--- config.mk ---
export PLATFORM = sky130hd
export DESIGN_NAME = bridge_claim_decode
export DESIGN_NICKNAME = d
export VERILOG_FILES = /design/src/logic/claim_pkg.sv /design/src/logic/bridge_claim_decode.sv /design/src/logic/cfg_addr_split.sv
export SDC_FILE = /design/constraint.sdc
export NUM_CORES = 1
export LEC_CHECK = 0
export BUFFER_PORTS_ARGS = -buffer_cell sky130_fd_sc_hd__buf_2
export CAP_MARGIN = 0
export CORE_UTILIZATION = 30
export DETAILED_ROUTE_END_ITERATION = 10
export GPL_TIMING_DRIVEN = 0
export SLEW_MARGIN = 25
export SYNTH_ARGS = -nofsm -noshare
export SYNTH_HDL_FRONTEND = slang
export SYNTH_HIERARCHICAL = 1
export SYNTH_SLANG_ARGS = --single-unit
--- constraint.sdc ---
create_clock -name sys_clk -period 5.57 [get_ports sys_clk]
set_input_delay 1.114 -clock sys_clk [delete_from_list [all_inputs] [get_ports sys_clk]]
set_output_delay 1.114 -clock sys_clk [all_outputs]
set_load 0.005 [all_outputs]
--- src/logic/claim_pkg.sv ---
`default_nettype none
package claim_pkg;

  // ---------------------------------------------------------------------------
  // Bus command codes
  // ---------------------------------------------------------------------------
  localparam logic [3:0] CMD_INTACK   = 4'h0;
  localparam logic [3:0] CMD_SPECIAL  = 4'h1;
  localparam logic [3:0] CMD_IO_RD    = 4'h2;
  localparam logic [3:0] CMD_IO_WR    = 4'h3;
  localparam logic [3:0] CMD_MEM_RD   = 4'h6;
  localparam logic [3:0] CMD_MEM_WR   = 4'h7;
  localparam logic [3:0] CMD_CFG_RD   = 4'hA;
  localparam logic [3:0] CMD_CFG_WR   = 4'hB;
  localparam logic [3:0] CMD_MEM_RDM  = 4'hC;
  localparam logic [3:0] CMD_DAC      = 4'hD;
  localparam logic [3:0] CMD_MEM_RDL  = 4'hE;
  localparam logic [3:0] CMD_MEM_WRI  = 4'hF;

  // ---------------------------------------------------------------------------
  // Configuration address fields
  // ---------------------------------------------------------------------------
  localparam int          BUS_LSB       = 16;
  localparam int          DEV_LSB       = 11;
  localparam int          FUNC_LSB      = 8;
  localparam logic [4:0]  SPECIAL_DEV   = 5'h1F;
  localparam logic [2:0]  SPECIAL_FUNC  = 3'h7;
  localparam logic [1:0]  TYPE0_CODE    = 2'h0;
  localparam logic [1:0]  TYPE1_CODE    = 2'h1;

  // Bus number dword, config offset 18h.
  localparam logic [7:0]  BUSNUM_OFFSET = 8'h18;
  localparam logic [31:0] BUSNUM_RESET  = 32'h0000_0000;

  // ---------------------------------------------------------------------------
  // Carriers
  // ---------------------------------------------------------------------------
  typedef struct packed {
    logic        valid;
    logic [3:0]  cmd;
    logic [31:0] addr;
    logic        idsel;
  } addr_phase_t;

  typedef enum logic [4:0] {
    ACT_NONE    = 5'h01,
    ACT_LOCAL   = 5'h02,
    ACT_TYPE0   = 5'h04,
    ACT_TYPE1   = 5'h08,
    ACT_SPECIAL = 5'h10
  } claim_act_t;

  typedef struct packed {
    logic        claim;
    claim_act_t  act;
    logic [3:0]  out_cmd;
    logic [31:0] out_addr;
  } claim_out_t;

endpackage : claim_pkg
`default_nettype wire

--- src/logic/bridge_claim_decode.sv ---
`timescale 1ns/1ps
`default_nettype none
module bridge_claim_decode #(
  parameter int FUNC_COUNT = 1
) (
  input  wire logic                    sys_clk,
  input  wire logic                    nrst,
  input  wire claim_pkg::addr_phase_t  pri_phase,
  input  wire claim_pkg::addr_phase_t  sec_phase,
  input  wire logic                    pri_io_hit,
  input  wire logic                    pri_mem_hit,
  input  wire logic                    sec_io_hit,
  input  wire logic                    sec_mem_hit,
  input  wire logic                    busnum_we,
  input  wire logic [31:0]             busnum_wdata,
  output logic [31:0]                  busnum_rdata,
  output claim_pkg::claim_out_t        pri_claim,
  output claim_pkg::claim_out_t        sec_claim,
  output logic [3:0]                   downstream_cmd_lanes
);

  // The function field is three bits wide, so no more than eight can be decoded.
  if (FUNC_COUNT < 1 || FUNC_COUNT > 8) begin : g_bad_func_count
    $error("FUNC_COUNT must be 1 to 8");
  end

  // ---------------------------------------------------------------------------
  // Reset release
  // ---------------------------------------------------------------------------
  logic [1:0] rst_sync_r;
  logic       rst_n;

  always_ff @(posedge sys_clk or negedge nrst) begin
    if (!nrst) begin
      rst_sync_r <= 2'h0;
    end else begin
      rst_sync_r <= {rst_sync_r[0], 1'b1};
    end
  end
  assign rst_n = rst_sync_r[1];

  // ---------------------------------------------------------------------------
  // Field decode
  // ---------------------------------------------------------------------------
  logic [7:0] p_bus, s_bus;
  logic       p_t0, p_t1, p_rd, p_wr, p_sp;
  logic       s_t0, s_t1, s_rd, s_wr, s_sp;

  cfg_addr_split u_pri_split (
    .addr           (pri_phase.addr),
    .cmd            (pri_phase.cmd),
    .bus            (p_bus),
    .is_type0       (p_t0),
    .is_type1       (p_t1),
    .is_cfg_rd      (p_rd),
    .is_cfg_wr      (p_wr),
    .is_special_req (p_sp)
  );

  cfg_addr_split u_sec_split (
    .addr           (sec_phase.addr),
    .cmd            (sec_phase.cmd),
    .bus            (s_bus),
    .is_type0       (s_t0),
    .is_type1       (s_t1),
    .is_cfg_rd      (s_rd),
    .is_cfg_wr      (s_wr),
    .is_special_req (s_sp)
  );

  // Range-decoded commands share one classifier for both ports.
  function automatic logic is_range_cmd(input logic [3:0] c, input logic io, input logic mem);
    logic r;
    r = 1'b0;
    case (c)
      claim_pkg::CMD_IO_RD, claim_pkg::CMD_IO_WR: r = io;
      claim_pkg::CMD_MEM_RD, claim_pkg::CMD_MEM_WR, claim_pkg::CMD_MEM_RDM,
      claim_pkg::CMD_MEM_RDL, claim_pkg::CMD_MEM_WRI: r = mem;
      default: r = 1'b0;
    endcase
    return r;
  endfunction : is_range_cmd

  // ---------------------------------------------------------------------------
  // State
  // ---------------------------------------------------------------------------
  typedef struct packed {
    logic [31:0]           busnum;
    claim_pkg::claim_out_t pri;
    claim_pkg::claim_out_t sec;
    logic [3:0]            lanes;
  } state_t;

  state_t st_r, st_nxt;

  logic [7:0] pri_num, sec_num, sub_num;
  logic       p_sec_hit, p_deep_hit, s_in_range, s_pri_hit;
  logic [2:0] p_func;

  always_comb begin
    pri_num    = st_r.busnum[7:0];
    sec_num    = st_r.busnum[15:8];
    sub_num    = st_r.busnum[23:16];
    p_func     = pri_phase.addr[claim_pkg::FUNC_LSB +: 3];
    p_sec_hit  = p_bus == sec_num;
    p_deep_hit = p_bus > sec_num && p_bus <= sub_num;
    s_in_range = s_bus >= sec_num && s_bus <= sub_num;
    s_pri_hit  = s_bus == pri_num;
  end

  always_comb begin
    st_nxt     = st_r;
    if (busnum_we) begin
      st_nxt.busnum = busnum_wdata;
    end

    // Primary port.
    st_nxt.pri = '{claim: 1'b0, act: claim_pkg::ACT_NONE, out_cmd: pri_phase.cmd,
                   out_addr: pri_phase.addr};
    if (pri_phase.valid) begin
      if ((p_rd || p_wr) && p_t0) begin
        if (pri_phase.idsel && 32'(p_func) < FUNC_COUNT) begin
          st_nxt.pri.claim = 1'b1;
          st_nxt.pri.act   = claim_pkg::ACT_LOCAL;
        end
      end else if (p_sp) begin
        if (p_sec_hit) begin
          st_nxt.pri.claim   = 1'b1;
          st_nxt.pri.act     = claim_pkg::ACT_SPECIAL;
          st_nxt.pri.out_cmd = claim_pkg::CMD_SPECIAL;
        end else if (p_deep_hit) begin
          st_nxt.pri.claim = 1'b1;
          st_nxt.pri.act   = claim_pkg::ACT_TYPE1;
        end
      end else if ((p_rd || p_wr) && p_t1) begin
        if (p_sec_hit) begin
          st_nxt.pri.claim         = 1'b1;
          st_nxt.pri.act           = claim_pkg::ACT_TYPE0;
          st_nxt.pri.out_addr[1:0] = claim_pkg::TYPE0_CODE;
        end else if (p_deep_hit) begin
          st_nxt.pri.claim = 1'b1;
          st_nxt.pri.act   = claim_pkg::ACT_TYPE1;
        end
      end else if (is_range_cmd(pri_phase.cmd, pri_io_hit, pri_mem_hit)) begin
        st_nxt.pri.claim = 1'b1;
        st_nxt.pri.act   = claim_pkg::ACT_TYPE1;
      end
    end

    // Secondary port.
    st_nxt.sec = '{claim: 1'b0, act: claim_pkg::ACT_NONE, out_cmd: sec_phase.cmd,
                   out_addr: sec_phase.addr};
    if (sec_phase.valid) begin
      if (s_sp) begin
        if (s_pri_hit) begin
          st_nxt.sec.claim   = 1'b1;
          st_nxt.sec.act     = claim_pkg::ACT_SPECIAL;
          st_nxt.sec.out_cmd = claim_pkg::CMD_SPECIAL;
        end else if (!s_in_range) begin
          st_nxt.sec.claim = 1'b1;
          st_nxt.sec.act   = claim_pkg::ACT_TYPE1;
        end
      end else if (s_rd || s_wr) begin
        st_nxt.sec.claim = 1'b0;
      end else if (is_range_cmd(sec_phase.cmd, sec_io_hit, sec_mem_hit)) begin
        st_nxt.sec.claim = 1'b1;
        st_nxt.sec.act   = claim_pkg::ACT_TYPE1;
      end
    end

    // A local type 0 access stays inside the bridge, so nothing reaches the far lanes.
    st_nxt.lanes = (st_nxt.pri.claim && st_nxt.pri.act != claim_pkg::ACT_LOCAL) ?
                   st_nxt.pri.out_cmd : 4'h0;
  end

  always_ff @(posedge sys_clk or negedge rst_n) begin
    if (!rst_n) begin
      st_r <= '{busnum: claim_pkg::BUSNUM_RESET,
                pri: '{claim: 1'b0, act: claim_pkg::ACT_NONE, out_cmd: 4'h0, out_addr: 32'h0},
                sec: '{claim: 1'b0, act: claim_pkg::ACT_NONE, out_cmd: 4'h0, out_addr: 32'h0},
                lanes: 4'h0};
    end else begin
      st_r <= st_nxt;
    end
  end

  assign busnum_rdata         = st_r.busnum;
  assign pri_claim            = st_r.pri;
  assign sec_claim            = st_r.sec;
  assign downstream_cmd_lanes = st_r.lanes;
endmodule : bridge_claim_decode
`default_nettype wire

--- src/logic/cfg_addr_split.sv ---
`timescale 1ns/1ps
`default_nettype none
// Splits a configuration address phase into its fields and classifies it.
module cfg_addr_split (
  input  wire logic [31:0] addr,
  input  wire logic [3:0]  cmd,
  output logic      [7:0]  bus,
  output logic             is_type0,
  output logic             is_type1,
  output logic             is_cfg_rd,
  output logic             is_cfg_wr,
  output logic             is_special_req
);
  logic [4:0] dev;
  logic [2:0] func;

  always_comb begin
    bus            = addr[claim_pkg::BUS_LSB +: 8];
    dev            = addr[claim_pkg::DEV_LSB +: 5];
    func           = addr[claim_pkg::FUNC_LSB +: 3];
    is_type0       = addr[1:0] == claim_pkg::TYPE0_CODE;
    is_type1       = addr[1:0] == claim_pkg::TYPE1_CODE;
    is_cfg_rd      = cmd == claim_pkg::CMD_CFG_RD;
    is_cfg_wr      = cmd == claim_pkg::CMD_CFG_WR;
    is_special_req = is_cfg_wr && is_type1 && dev == claim_pkg::SPECIAL_DEV
                     && func == claim_pkg::SPECIAL_FUNC;
  end
endmodule : cfg_addr_split
`default_nettype wire

* Word-level counts from Yosys, hierarchy flattened
Index checks and enable logic that the tools add are counted.
** Word-level totals
- Flip-flop bits (word level) :: 122
- Output and inout port bits :: 120
** Operators by class
- $lt $le $gt $ge :: 5
- Equal/unequal tests :: 27
- Multiplexer cells :: 36
- Reduce and logical (&&, ||, !) cells :: 19
** Operators with widths (count)
- 6-bit two-way mux :: 12
- 4-bit equality test (second input constant) :: 10
- 4-bit two-way mux :: 6
- 10-bit two-way mux :: 2
- 4-bit by 2-bit equality test with 1-bit output (second input constant) :: 4
- 4-bit by 3-bit equality test with 1-bit output (second input constant) :: 4
- 8-bit equality test :: 2
- 8-bit <= comparator :: 2
- 1-bit logical AND :: 12
- 5-bit equality test (second input constant) :: 2
- 2-bit two-way mux :: 5
- 5-bit OR reduction :: 2
- 8-bit greater-or-equal comparator :: 1
- 8-bit > comparator :: 1
- 1-bit two-way mux :: 8
- 3-bit equality test (second input constant) :: 2
- 5-bit two-way mux :: 1
- 5-bit by 2-bit != test with 1-bit output (second input constant) :: 1
- 2-bit by 1-bit equality test with 1-bit output (second input constant) :: 2
- 1-bit case mux with 2 select lines :: 2
- 2-bit OR reduction :: 2
- 3-bit by 1-bit less-than comparator with 1-bit output (second input constant) :: 1
- 2-bit logical NOT :: 1
- 1-bit logical OR :: 2

* Logic depth before layout (Yosys ltp)
Gate-level depths: netlist of the first run.
- Depth after elaboration :: 15
- Gate-level depth with buffers :: 8

* By module
The synthesis of the first run kept the hierarchy.
** Modules (own cells, without submodules)
- bridge_claim_decode :: instances 1, cells each 333, area an instance 4539.4 um^2
- cfg_addr_split :: instances 2, cells each 15, area an instance 118.9 um^2

* Worst setup path before layout of the first run
No wires, ideal clock.
- Kind :: input -> register
- Start :: in pri_phase[22] (netlist bit)
- End :: reg st_r (netlist bit downstream_cmd_lanes[2])
- Data arrival time :: 2.710 ns
- Required time :: 5.450 ns
- Setup slack :: 2.741 ns
- Cell stages on the path :: 7
- Path buffers :: 1
- Cell sequence :: buf_4 -> ha_1 -> nand4_2 -> a211oi_2 -> or4_4 -> a211o_1 -> and3_1
** RTL lines
- from (decl) :: line bridge_claim_decode.sv:8 : input wire claim_pkg::addr_phase_t pri_phase,
- to (signal assigned) :: line bridge_claim_decode.sv:178 : st_r <= '{busnum: claim_pkg::BUSNUM_RESET,
- to (signal assigned) :: line bridge_claim_decode.sv:183 : st_r <= st_nxt;
- to (decl) :: line bridge_claim_decode.sv:94 : state_t st_r, st_nxt;

==> flow_summary.yaml, run 1 <==
outcome:
  status: "completed"
cts:
  clockRootBuffer: "clkbuf_16"
  clkSlewWorstSetupHoldPaths_ns: 0.06
  cts-resized-gates: 0
  numCtsBuffers: 17
  clk_latency_ns: 0.41
  postCtsSetupRepairBufs: 0
  cts_hold_buf: 0
  clock_sinks: 120
  cts_max_level: 4
  cts_tree: "yes"
  cts.path.max_buffers: 2
timing:
  slew_headroom: 0.638
  period_needed_ns: 2.70
  hold_viol_final: 0
  fin_tns_setup_ns: 0
  max_freq_mhz: 371
  skew_ns: 0.00636
  worst_pin_slew_ns: 0.543
  finalMaxSlewViolations: 0
  min_period_over_period: 0.484
  rsz0062_at_grt: "false"
  setup_viol: 0
layout:
  finalNonFillerCells: 838
  layout.nets: 761
  drive_gt1_frac: 0.504
  area_delta_synth_final_pct: 43.6
  antenna_cells: 0
routing:
  drt_iter0_markers: 79
  wl_per_cell_microns: 14.8
  antenna_left: 0
  drt_wl_total_mm: 12.4
  via_per_inst: 4.38
  drc: 0
  dr.pass1.iters: 4
  num_vias: 3671
worst_setup_path:
  arrival_ns: 2.99
  end_kind: "register"
  crit_chain: "buf_2 > buf_4 > ha_1 > nand4_2 > a211oi_2 > or4_4 > a211o_1 > and3_1"
  cp_slowest_stage_delay_ns: 0.51
  start_kind: "input pin"
  worstPathRequired_ns: 5.87
  crit_path_max_fanout: 6
  cp_slowest_cell: "or4_4"
  worstSetupPathType: "in2reg"
min_path:
  hold_class: "reg2async"
floorplan:
  fp.dieW_microns: 128
  fp.dieH_microns: 128
  coreArea_sq_um: 15400
  num_rows: 45
  start_util: 0.311
  fp.dieArea_sq_um: 16400
  num_io_pins: 235
yosys:
  syn_area_per_cell_sq_um: 13.2
  syn_area_sq_um: 4770
  synth_warnings: 6
  netlist_instances: 362
global_routing:
  grt_usage: 0.157
  grt_pass1_wl_mm: 19.3
  grt-ovfl-total: 0
  grt_max_degree: 51
  grt_antenna_before_repair: 0
  first_global_vias: 3811
power_and_ir_drop:
  vdd_drop_max_mv: 0.198
  powerDensity_nw_per_um2: 341
  p_leak_uw: 0.00353
flow_run:
  cap_violations: 0
placed_design:
  hpwl_mm: 10.1
  gp_congestion: 0.779
  placed_cells: 806
  numPortBuffers: 230
[power by group]
group | total (uW) | leakage (uW) | internal, uW | switching [uW]
Sequential | 954 | 0.00143 | 926 | 28.4
Combinational | 269 | 0.00181 | 136 | 133
Clock | 1120 | 0.000301 | 718 | 401
Total | 2340 | 0.00353 | 1780 | 562
[stage by stage]
step	setup WS, ns	cell area, sq um	utilization	total power, uW	hold WS [ns]
5_1_grt	2.81	6860	0.446	2460	0.346
6_report	2.87	6860	0.446	2340	0.298
3_5_place_dp	2.45	6240	0.406	1240	0.315
3_3_place_gp	0.849	6190	0.403	1230	0.337
2_1_floorplan	1.98	4780	-	1100	0.331
4_1_cts	2.89	6860	0.446	2380	0.322
[cells in the final DEF (no fill, tap or decap), drive strengths merged, types with 4 or more instances in the layout]
cell    instances
dfrtp         118
clkinv          8
and4            6
buf           252
nand3           4
a21oi          10
clkbuf         21
nor2b          13
nand4           4
mux2           18
nand2          24
inv            24
xnor2           8
nor2            6
o21ai          21
ha             32
and3            6
[registers in the layout, summed over array words and instances, names as in the netlist]
name / flops
pri_claim: 42
sec_claim: 40
rst_sync_r: 2
busnum_rdata: 32
downstream_cmd_lanes: 4
[worst paths after layout]
kind,startpoint,to,slack [ns],depth (start not counted)
worst max-delay path,pri_phase[23],downstream_cmd_lanes[2],2.87,8
worst min-delay path,rst_sync_r[1],sec_claim[30],0.30,0
worst max register to register,busnum_rdata[11],downstream_cmd_lanes[2],3.37,7
worst min register to register,rst_sync_r[1],sec_claim[30],0.30,0
max in group asynchronous,rst_sync_r[1],pri_claim[36],4.62,1
min in group sys_clk,rst_sync_r[0],rst_sync_r[1],0.35,0
[cell type report]
class                   instances  area (sq um)
fillers                      1456          8510
flip-flops and latches        120          3010
multi-input cells             198          1540
repair buffers                232          1200
clock buffers                  18           439
well taps                     211           264
clock inverters                14           174
plain buffers                  23           154
inverters                      22          82.6
[critical path: cells and delay by family]
family | cells | cell delay [ns]
AO/OA/AOI/OAI | 2 | 0.46
adder cells (fa/ha/maj) | 1 | 0.31
buffers and inverters | 2 | 0.25
AND/OR/NAND/NOR | 3 | 0.86
[metal layers]
metal,track usage,routed length [microns],part of all wire
met2,0.284,6300,0.51
met5,0,0,0
met1,0.170,5100,0.41
met4,0.0644,171,0.014
met3,0.0488,818,0.066
Power figures use the tool's default switching activity.
==> inputs of run 2 (changes only) <==
==> constraint.sdc (replaced) <==
create_clock -name sys_clk -period 2.6 [get_ports sys_clk]
set_input_delay 0.52 -clock sys_clk [delete_from_list [all_inputs] [get_ports sys_clk]]
set_output_delay 0.52 -clock sys_clk [all_outputs]
set_load 0.005 [all_outputs]
==> flow_summary.yaml, run 2 (synthesized netlist as in run 1, its figures left out) <==
outcome:
  status: "completed"
floorplan:
  fp.dieH_microns: 128
  num_io_pins: 235
  fp.dieArea_sq_um: 16400
  fp.dieW_microns: 128
  num_rows: 45
  start_util: 0.311
  coreArea_sq_um: 15400
cts:
  cts_tree: "yes"
  cts.path.max_buffers: 2
  clockRootBuffer: "clkbuf_16"
  postCtsSetupRepairBufs: 0
  clkSlewWorstSetupHoldPaths_ns: 0.06
  cts_max_level: 4
  numCtsBuffers: 17
  cts-resized-gates: 0
  clk_latency_ns: 0.42
  clock_sinks: 120
global_routing:
  grt_pass1_wl_mm: 19.7
  grt-ovfl-total: 0
  first_global_vias: 3869
  grt_usage: 0.161
  grt_antenna_before_repair: 0
  grt_max_degree: 46
flow_run:
  cap_violations: 0
worst_setup_path:
  crit_end: "downstream_cmd_lanes[2]"
  r2r_end: "downstream_cmd_lanes[2]"
  r2r.worst_path.cells: 7
  crit_path_max_fanout: 6
  worstSetupPathType: "reg2reg"
  start_kind: "register"
  arrival_ns: 2.50
  worstPathRequired_ns: 2.90
  reg2reg_from: "busnum_rdata[13]"
  crit_start: "busnum_rdata[13]"
  end_kind: "register"
  worst-r2r-setup-slack_ns: 0.40
layout:
  register_area_sq_um: 3010
  finalNonFillerCells: 839
  final_cell_mix: "230 x buf_2, 117 x dfrtp_1, 32 x ha_1"
  drive_gt1_frac: 0.498
  largest_register_ffs: 42
  multi_input_area_sq_um: 1540
  fin_area_sq_um: 6830
  finish.utilization: 0.444
  antenna_cells: 0
  area_delta_synth_final_pct: 43.1
  final_common_cell: "buf_2"
  fill_cells: 1463
  layout.nets: 762
timing:
  max_freq_mhz: 454
  finalMaxSlewViolations: 0
  setup_viol: 0
  fin_hold_ws_ns: 0.204
  min_period_over_period: 0.848
  skew_ns: 0.00954
  slew_headroom: 0.602
  period_needed_ns: 2.20
  worst_pin_slew_ns: 0.598
  rsz0062_at_grt: "false"
  hold_viol_final: 0
power_and_ir_drop:
  p_leak_uw: 0.00351
  vdd_drop_max_mv: 0.433
  powerDensity_nw_per_um2: 716
  power_uw: 4890
routing:
  via_per_inst: 4.37
  antenna_left: 0
  drc: 0
  num_vias: 3669
  dr.pass1.iters: 4
  drt_iter0_markers: 102
  drt_wl_total_mm: 12.3
  wl_per_cell_microns: 14.7
placed_design:
  gp_congestion: 0.772
  dpl_cell_area_sq_um: 6240
  numPortBuffers: 230
  placed_cells: 806
  hpwl_mm: 9.83
min_path:
  hold_class: "in2reg"
## run 2: final cells by class
type | count | area share
Timing Repair Buffer | 233 | 0.177
Tap cell | 211 | 0.0387
Clock inverter | 11 | 0.0185
Inverter | 22 | 0.0121
Clock buffer | 21 | 0.0659
Sequential cell | 120 | 0.441
Buffer | 23 | 0.0225
Multi-Input combinational cell | 198 | 0.225
## run 2: per-stage QoR
stage                     TNS [ns]  setup slack, ns
after floorplan                  0            0.365
after global placement       -2.43          -0.0304
after detailed placement         0           0.0909
after CTS                        0            0.400
after global routing             0            0.304
final                            0            0.395
## run 2: how the worst min path moves through the flow
stage	from	cells after the start	slack [ns]	to
floorplan	nrst	0	0.22	rst_sync_r[0]
global placement	nrst	1	0.31	rst_sync_r[0]
detailed placement	nrst	1	0.31	rst_sync_r[0]
CTS	pri_phase[8]	1	0.18	pri_claim[7]
global route	pri_phase[8]	1	0.19	pri_claim[7]
finish	pri_phase[8]	1	0.20	pri_claim[7]
## run 2: per-layer routing
layer	vias to the layer above	GRT usage	share of wire
met3	16	0.0518	0.073
li1	1746	-	-
met1	1760	0.174	0.40
met5	-	0	0
met4	0	0.0706	0.016
met2	147	0.285	0.52
## run 2: where the power goes
group,internal [uW],switching (uW),total [uW]
logic,292,282,575
clock network,1430,837,2270
registers,1980,62.9,2050
total,3710,1180,4890
## run 2: critical path: stages (launching register included)
cell,delay [ns]
dfrtp_1,0.37
inv_1,0.12
ha_1,0.27
nand4_2,0.15
a211oi_2,0.05
or4_4,0.52
a211o_1,0.39
and3_1,0.22
## run 2: what timing repair did
| item | in CTS | in global routing |
|---|---|---|
| hold buffers | 1 | 0 |
| setup endpoints to repair | 0 | 0 |
| endpoints found under the hold margin | 2 | 0 |
==> inputs of run 3 (changes only) <==
==> constraint.sdc (replaced) <==
create_clock -name sys_clk -period 1.8 [get_ports sys_clk]
set_input_delay 0.36 -clock sys_clk [delete_from_list [all_inputs] [get_ports sys_clk]]
set_output_delay 0.36 -clock sys_clk [all_outputs]
set_load 0.005 [all_outputs]
==> flow_summary.yaml, run 3 (synthesized netlist as in run 1, its figures left out) <==
timing:
  max_freq_mhz: 493
  period_needed_ns: 2.03
  hold_viol_final: 0
  worst_slack_ns: -0.229
  fin_tns_setup_ns: -1.69
  setup_viol: 9
  skew_ns: 0.00930
  finalMaxSlewViolations: 0
  min_period_over_period: 1.13
  slew_headroom: 0.634
  worst_pin_slew_ns: 0.548
  rsz0062_at_grt: "true"
floorplan:
  fp.dieW_microns: 128
  fp.dieArea_sq_um: 16400
  num_io_pins: 235
  coreArea_sq_um: 15400
  start_util: 0.311
  fp.dieH_microns: 128
  num_rows: 45
power_and_ir_drop:
  vdd_drop_max_mv: 0.614
  powerDensity_nw_per_um2: 1000
  p_leak_uw: 0.00366
  power_uw: 7390
layout:
  largest_register_ffs: 42
  layout.nets: 790
  area_delta_synth_final_pct: 54.5
  fin_area_sq_um: 7370
  drive_gt1_frac: 0.596
  fill_cells: 1384
  multi_input_area_sq_um: 1840
  finish.utilization: 0.480
  final_cell_mix: "230 x buf_2, 117 x dfrtp_1, 42 x buf_4"
  finalNonFillerCells: 867
  final_common_cell: "buf_2"
  register_area_sq_um: 3010
  antenna_cells: 0
worst_setup_path:
  arrival_ns: 2.33
  start_kind: "register"
  crit_path_max_fanout: 6
  end_kind: "register"
  worstPathRequired_ns: 2.10
  worstSetupPathType: "reg2reg"
routing:
  drc: 0
  via_per_inst: 4.36
  drt_iter0_markers: 125
  drt_wl_total_mm: 12.8
  dr.pass1.iters: 4
  antenna_left: 0
  wl_per_cell_microns: 14.8
  num_vias: 3780
placed_design:
  dpl_cell_area_sq_um: 6350
  gp_congestion: 0.767
  numPortBuffers: 230
  placed_cells: 806
  hpwl_mm: 9.95
global_routing:
  grt_max_degree: 45
  met1_usage: 0.176
  grt-ovfl-total: 0
  busiest_layer: "met2"
  grt_antenna_before_repair: 0
  grt_pass1_wl_mm: 19.3
  gr-usage-met3: 0.0492
  grt_usage: 0.159
  first_global_vias: 3862
  use_met2: 0.280
outcome:
  status: "finished with violations"
  violations: "setup timing"
cts:
  clock_sinks: 120
  clockRootBuffer: "clkbuf_16"
  clk_latency_ns: 0.42
  cts_max_level: 4
  cts.path.max_buffers: 2
  cts_tree: "yes"
  numCtsBuffers: 17
  clkSlewWorstSetupHoldPaths_ns: 0.06
min_path:
  hold_class: "in2reg"
flow_run:
  cap_violations: 0
run 3: stage by stage:
step	hold slack, ns	setup slack, ns
CTS	0.0216	-0.232
global route	0.0278	-0.295
detailed placement	0.147	-0.450
floorplan	0.0644	-0.143
global placement	0.146	-0.400
finish	0.0449	-0.229
run 3: report_power, final:
group / leakage, uW / switching [uW] / internal [uW]
registers: 0.00143 / 90.6 / 2860
logic: 0.00195 / 490 / 558
clock network: 0.000280 / 1310 / 2070
run 3: layout make-up:
type,instances,area share
timing repair buffer,261,0.193
multi-input combinational,198,0.249
sequential,120,0.408
inverter,22,0.0112
clock buffer,18,0.0582
buffer,23,0.0224
clock inverter,14,0.0222
tap,211,0.0358
run 3: worst paths after layout:
kind                                                end  slack [ns]        startpoint  cells past startpoint
worst max-delay path            downstream_cmd_lanes[0]       -0.23  busnum_rdata[11]                      7
worst min-delay path                      sec_claim[30]        0.04     sec_phase[31]                      1
worst max register to register  downstream_cmd_lanes[0]       -0.23  busnum_rdata[11]                      7
worst min register to register             sec_claim[4]        0.30     rst_sync_r[1]                      0
max in group asynchronous                 pri_claim[36]        0.85     rst_sync_r[1]                      1
min in group asynchronous                 rst_sync_r[1]        0.26              nrst                      2
run 3: worst max-delay path: stages (launching register included):
cell,delay (ns)
dfrtp_1,0.39
inv_2,0.08
ha_4,0.21
a21oi_2,0.14
nor2_1,0.05
or4_4,0.49
a211o_4,0.38
and3_4,0.17
run 3: timing repair:
action / in CTS / in global routing
buffers inserted: 13 / 15
resized for setup: 19 / 23
pin swaps: 12 / 18
endpoints found under the setup margin: 10 / 15
hold buffers: 1 / 0
endpoints found under the hold margin: 2 / 0
run 3: metal layers:
metal / part of all wire / routed length (microns) / vias to the layer above
li1: - / - / 1804
met1: 0.40 / 5090 / 1815
met2: 0.52 / 6680 / 146
met3: 0.067 / 855 / 15
met4: 0.017 / 214 / 0
met5: 0 / 0 / -
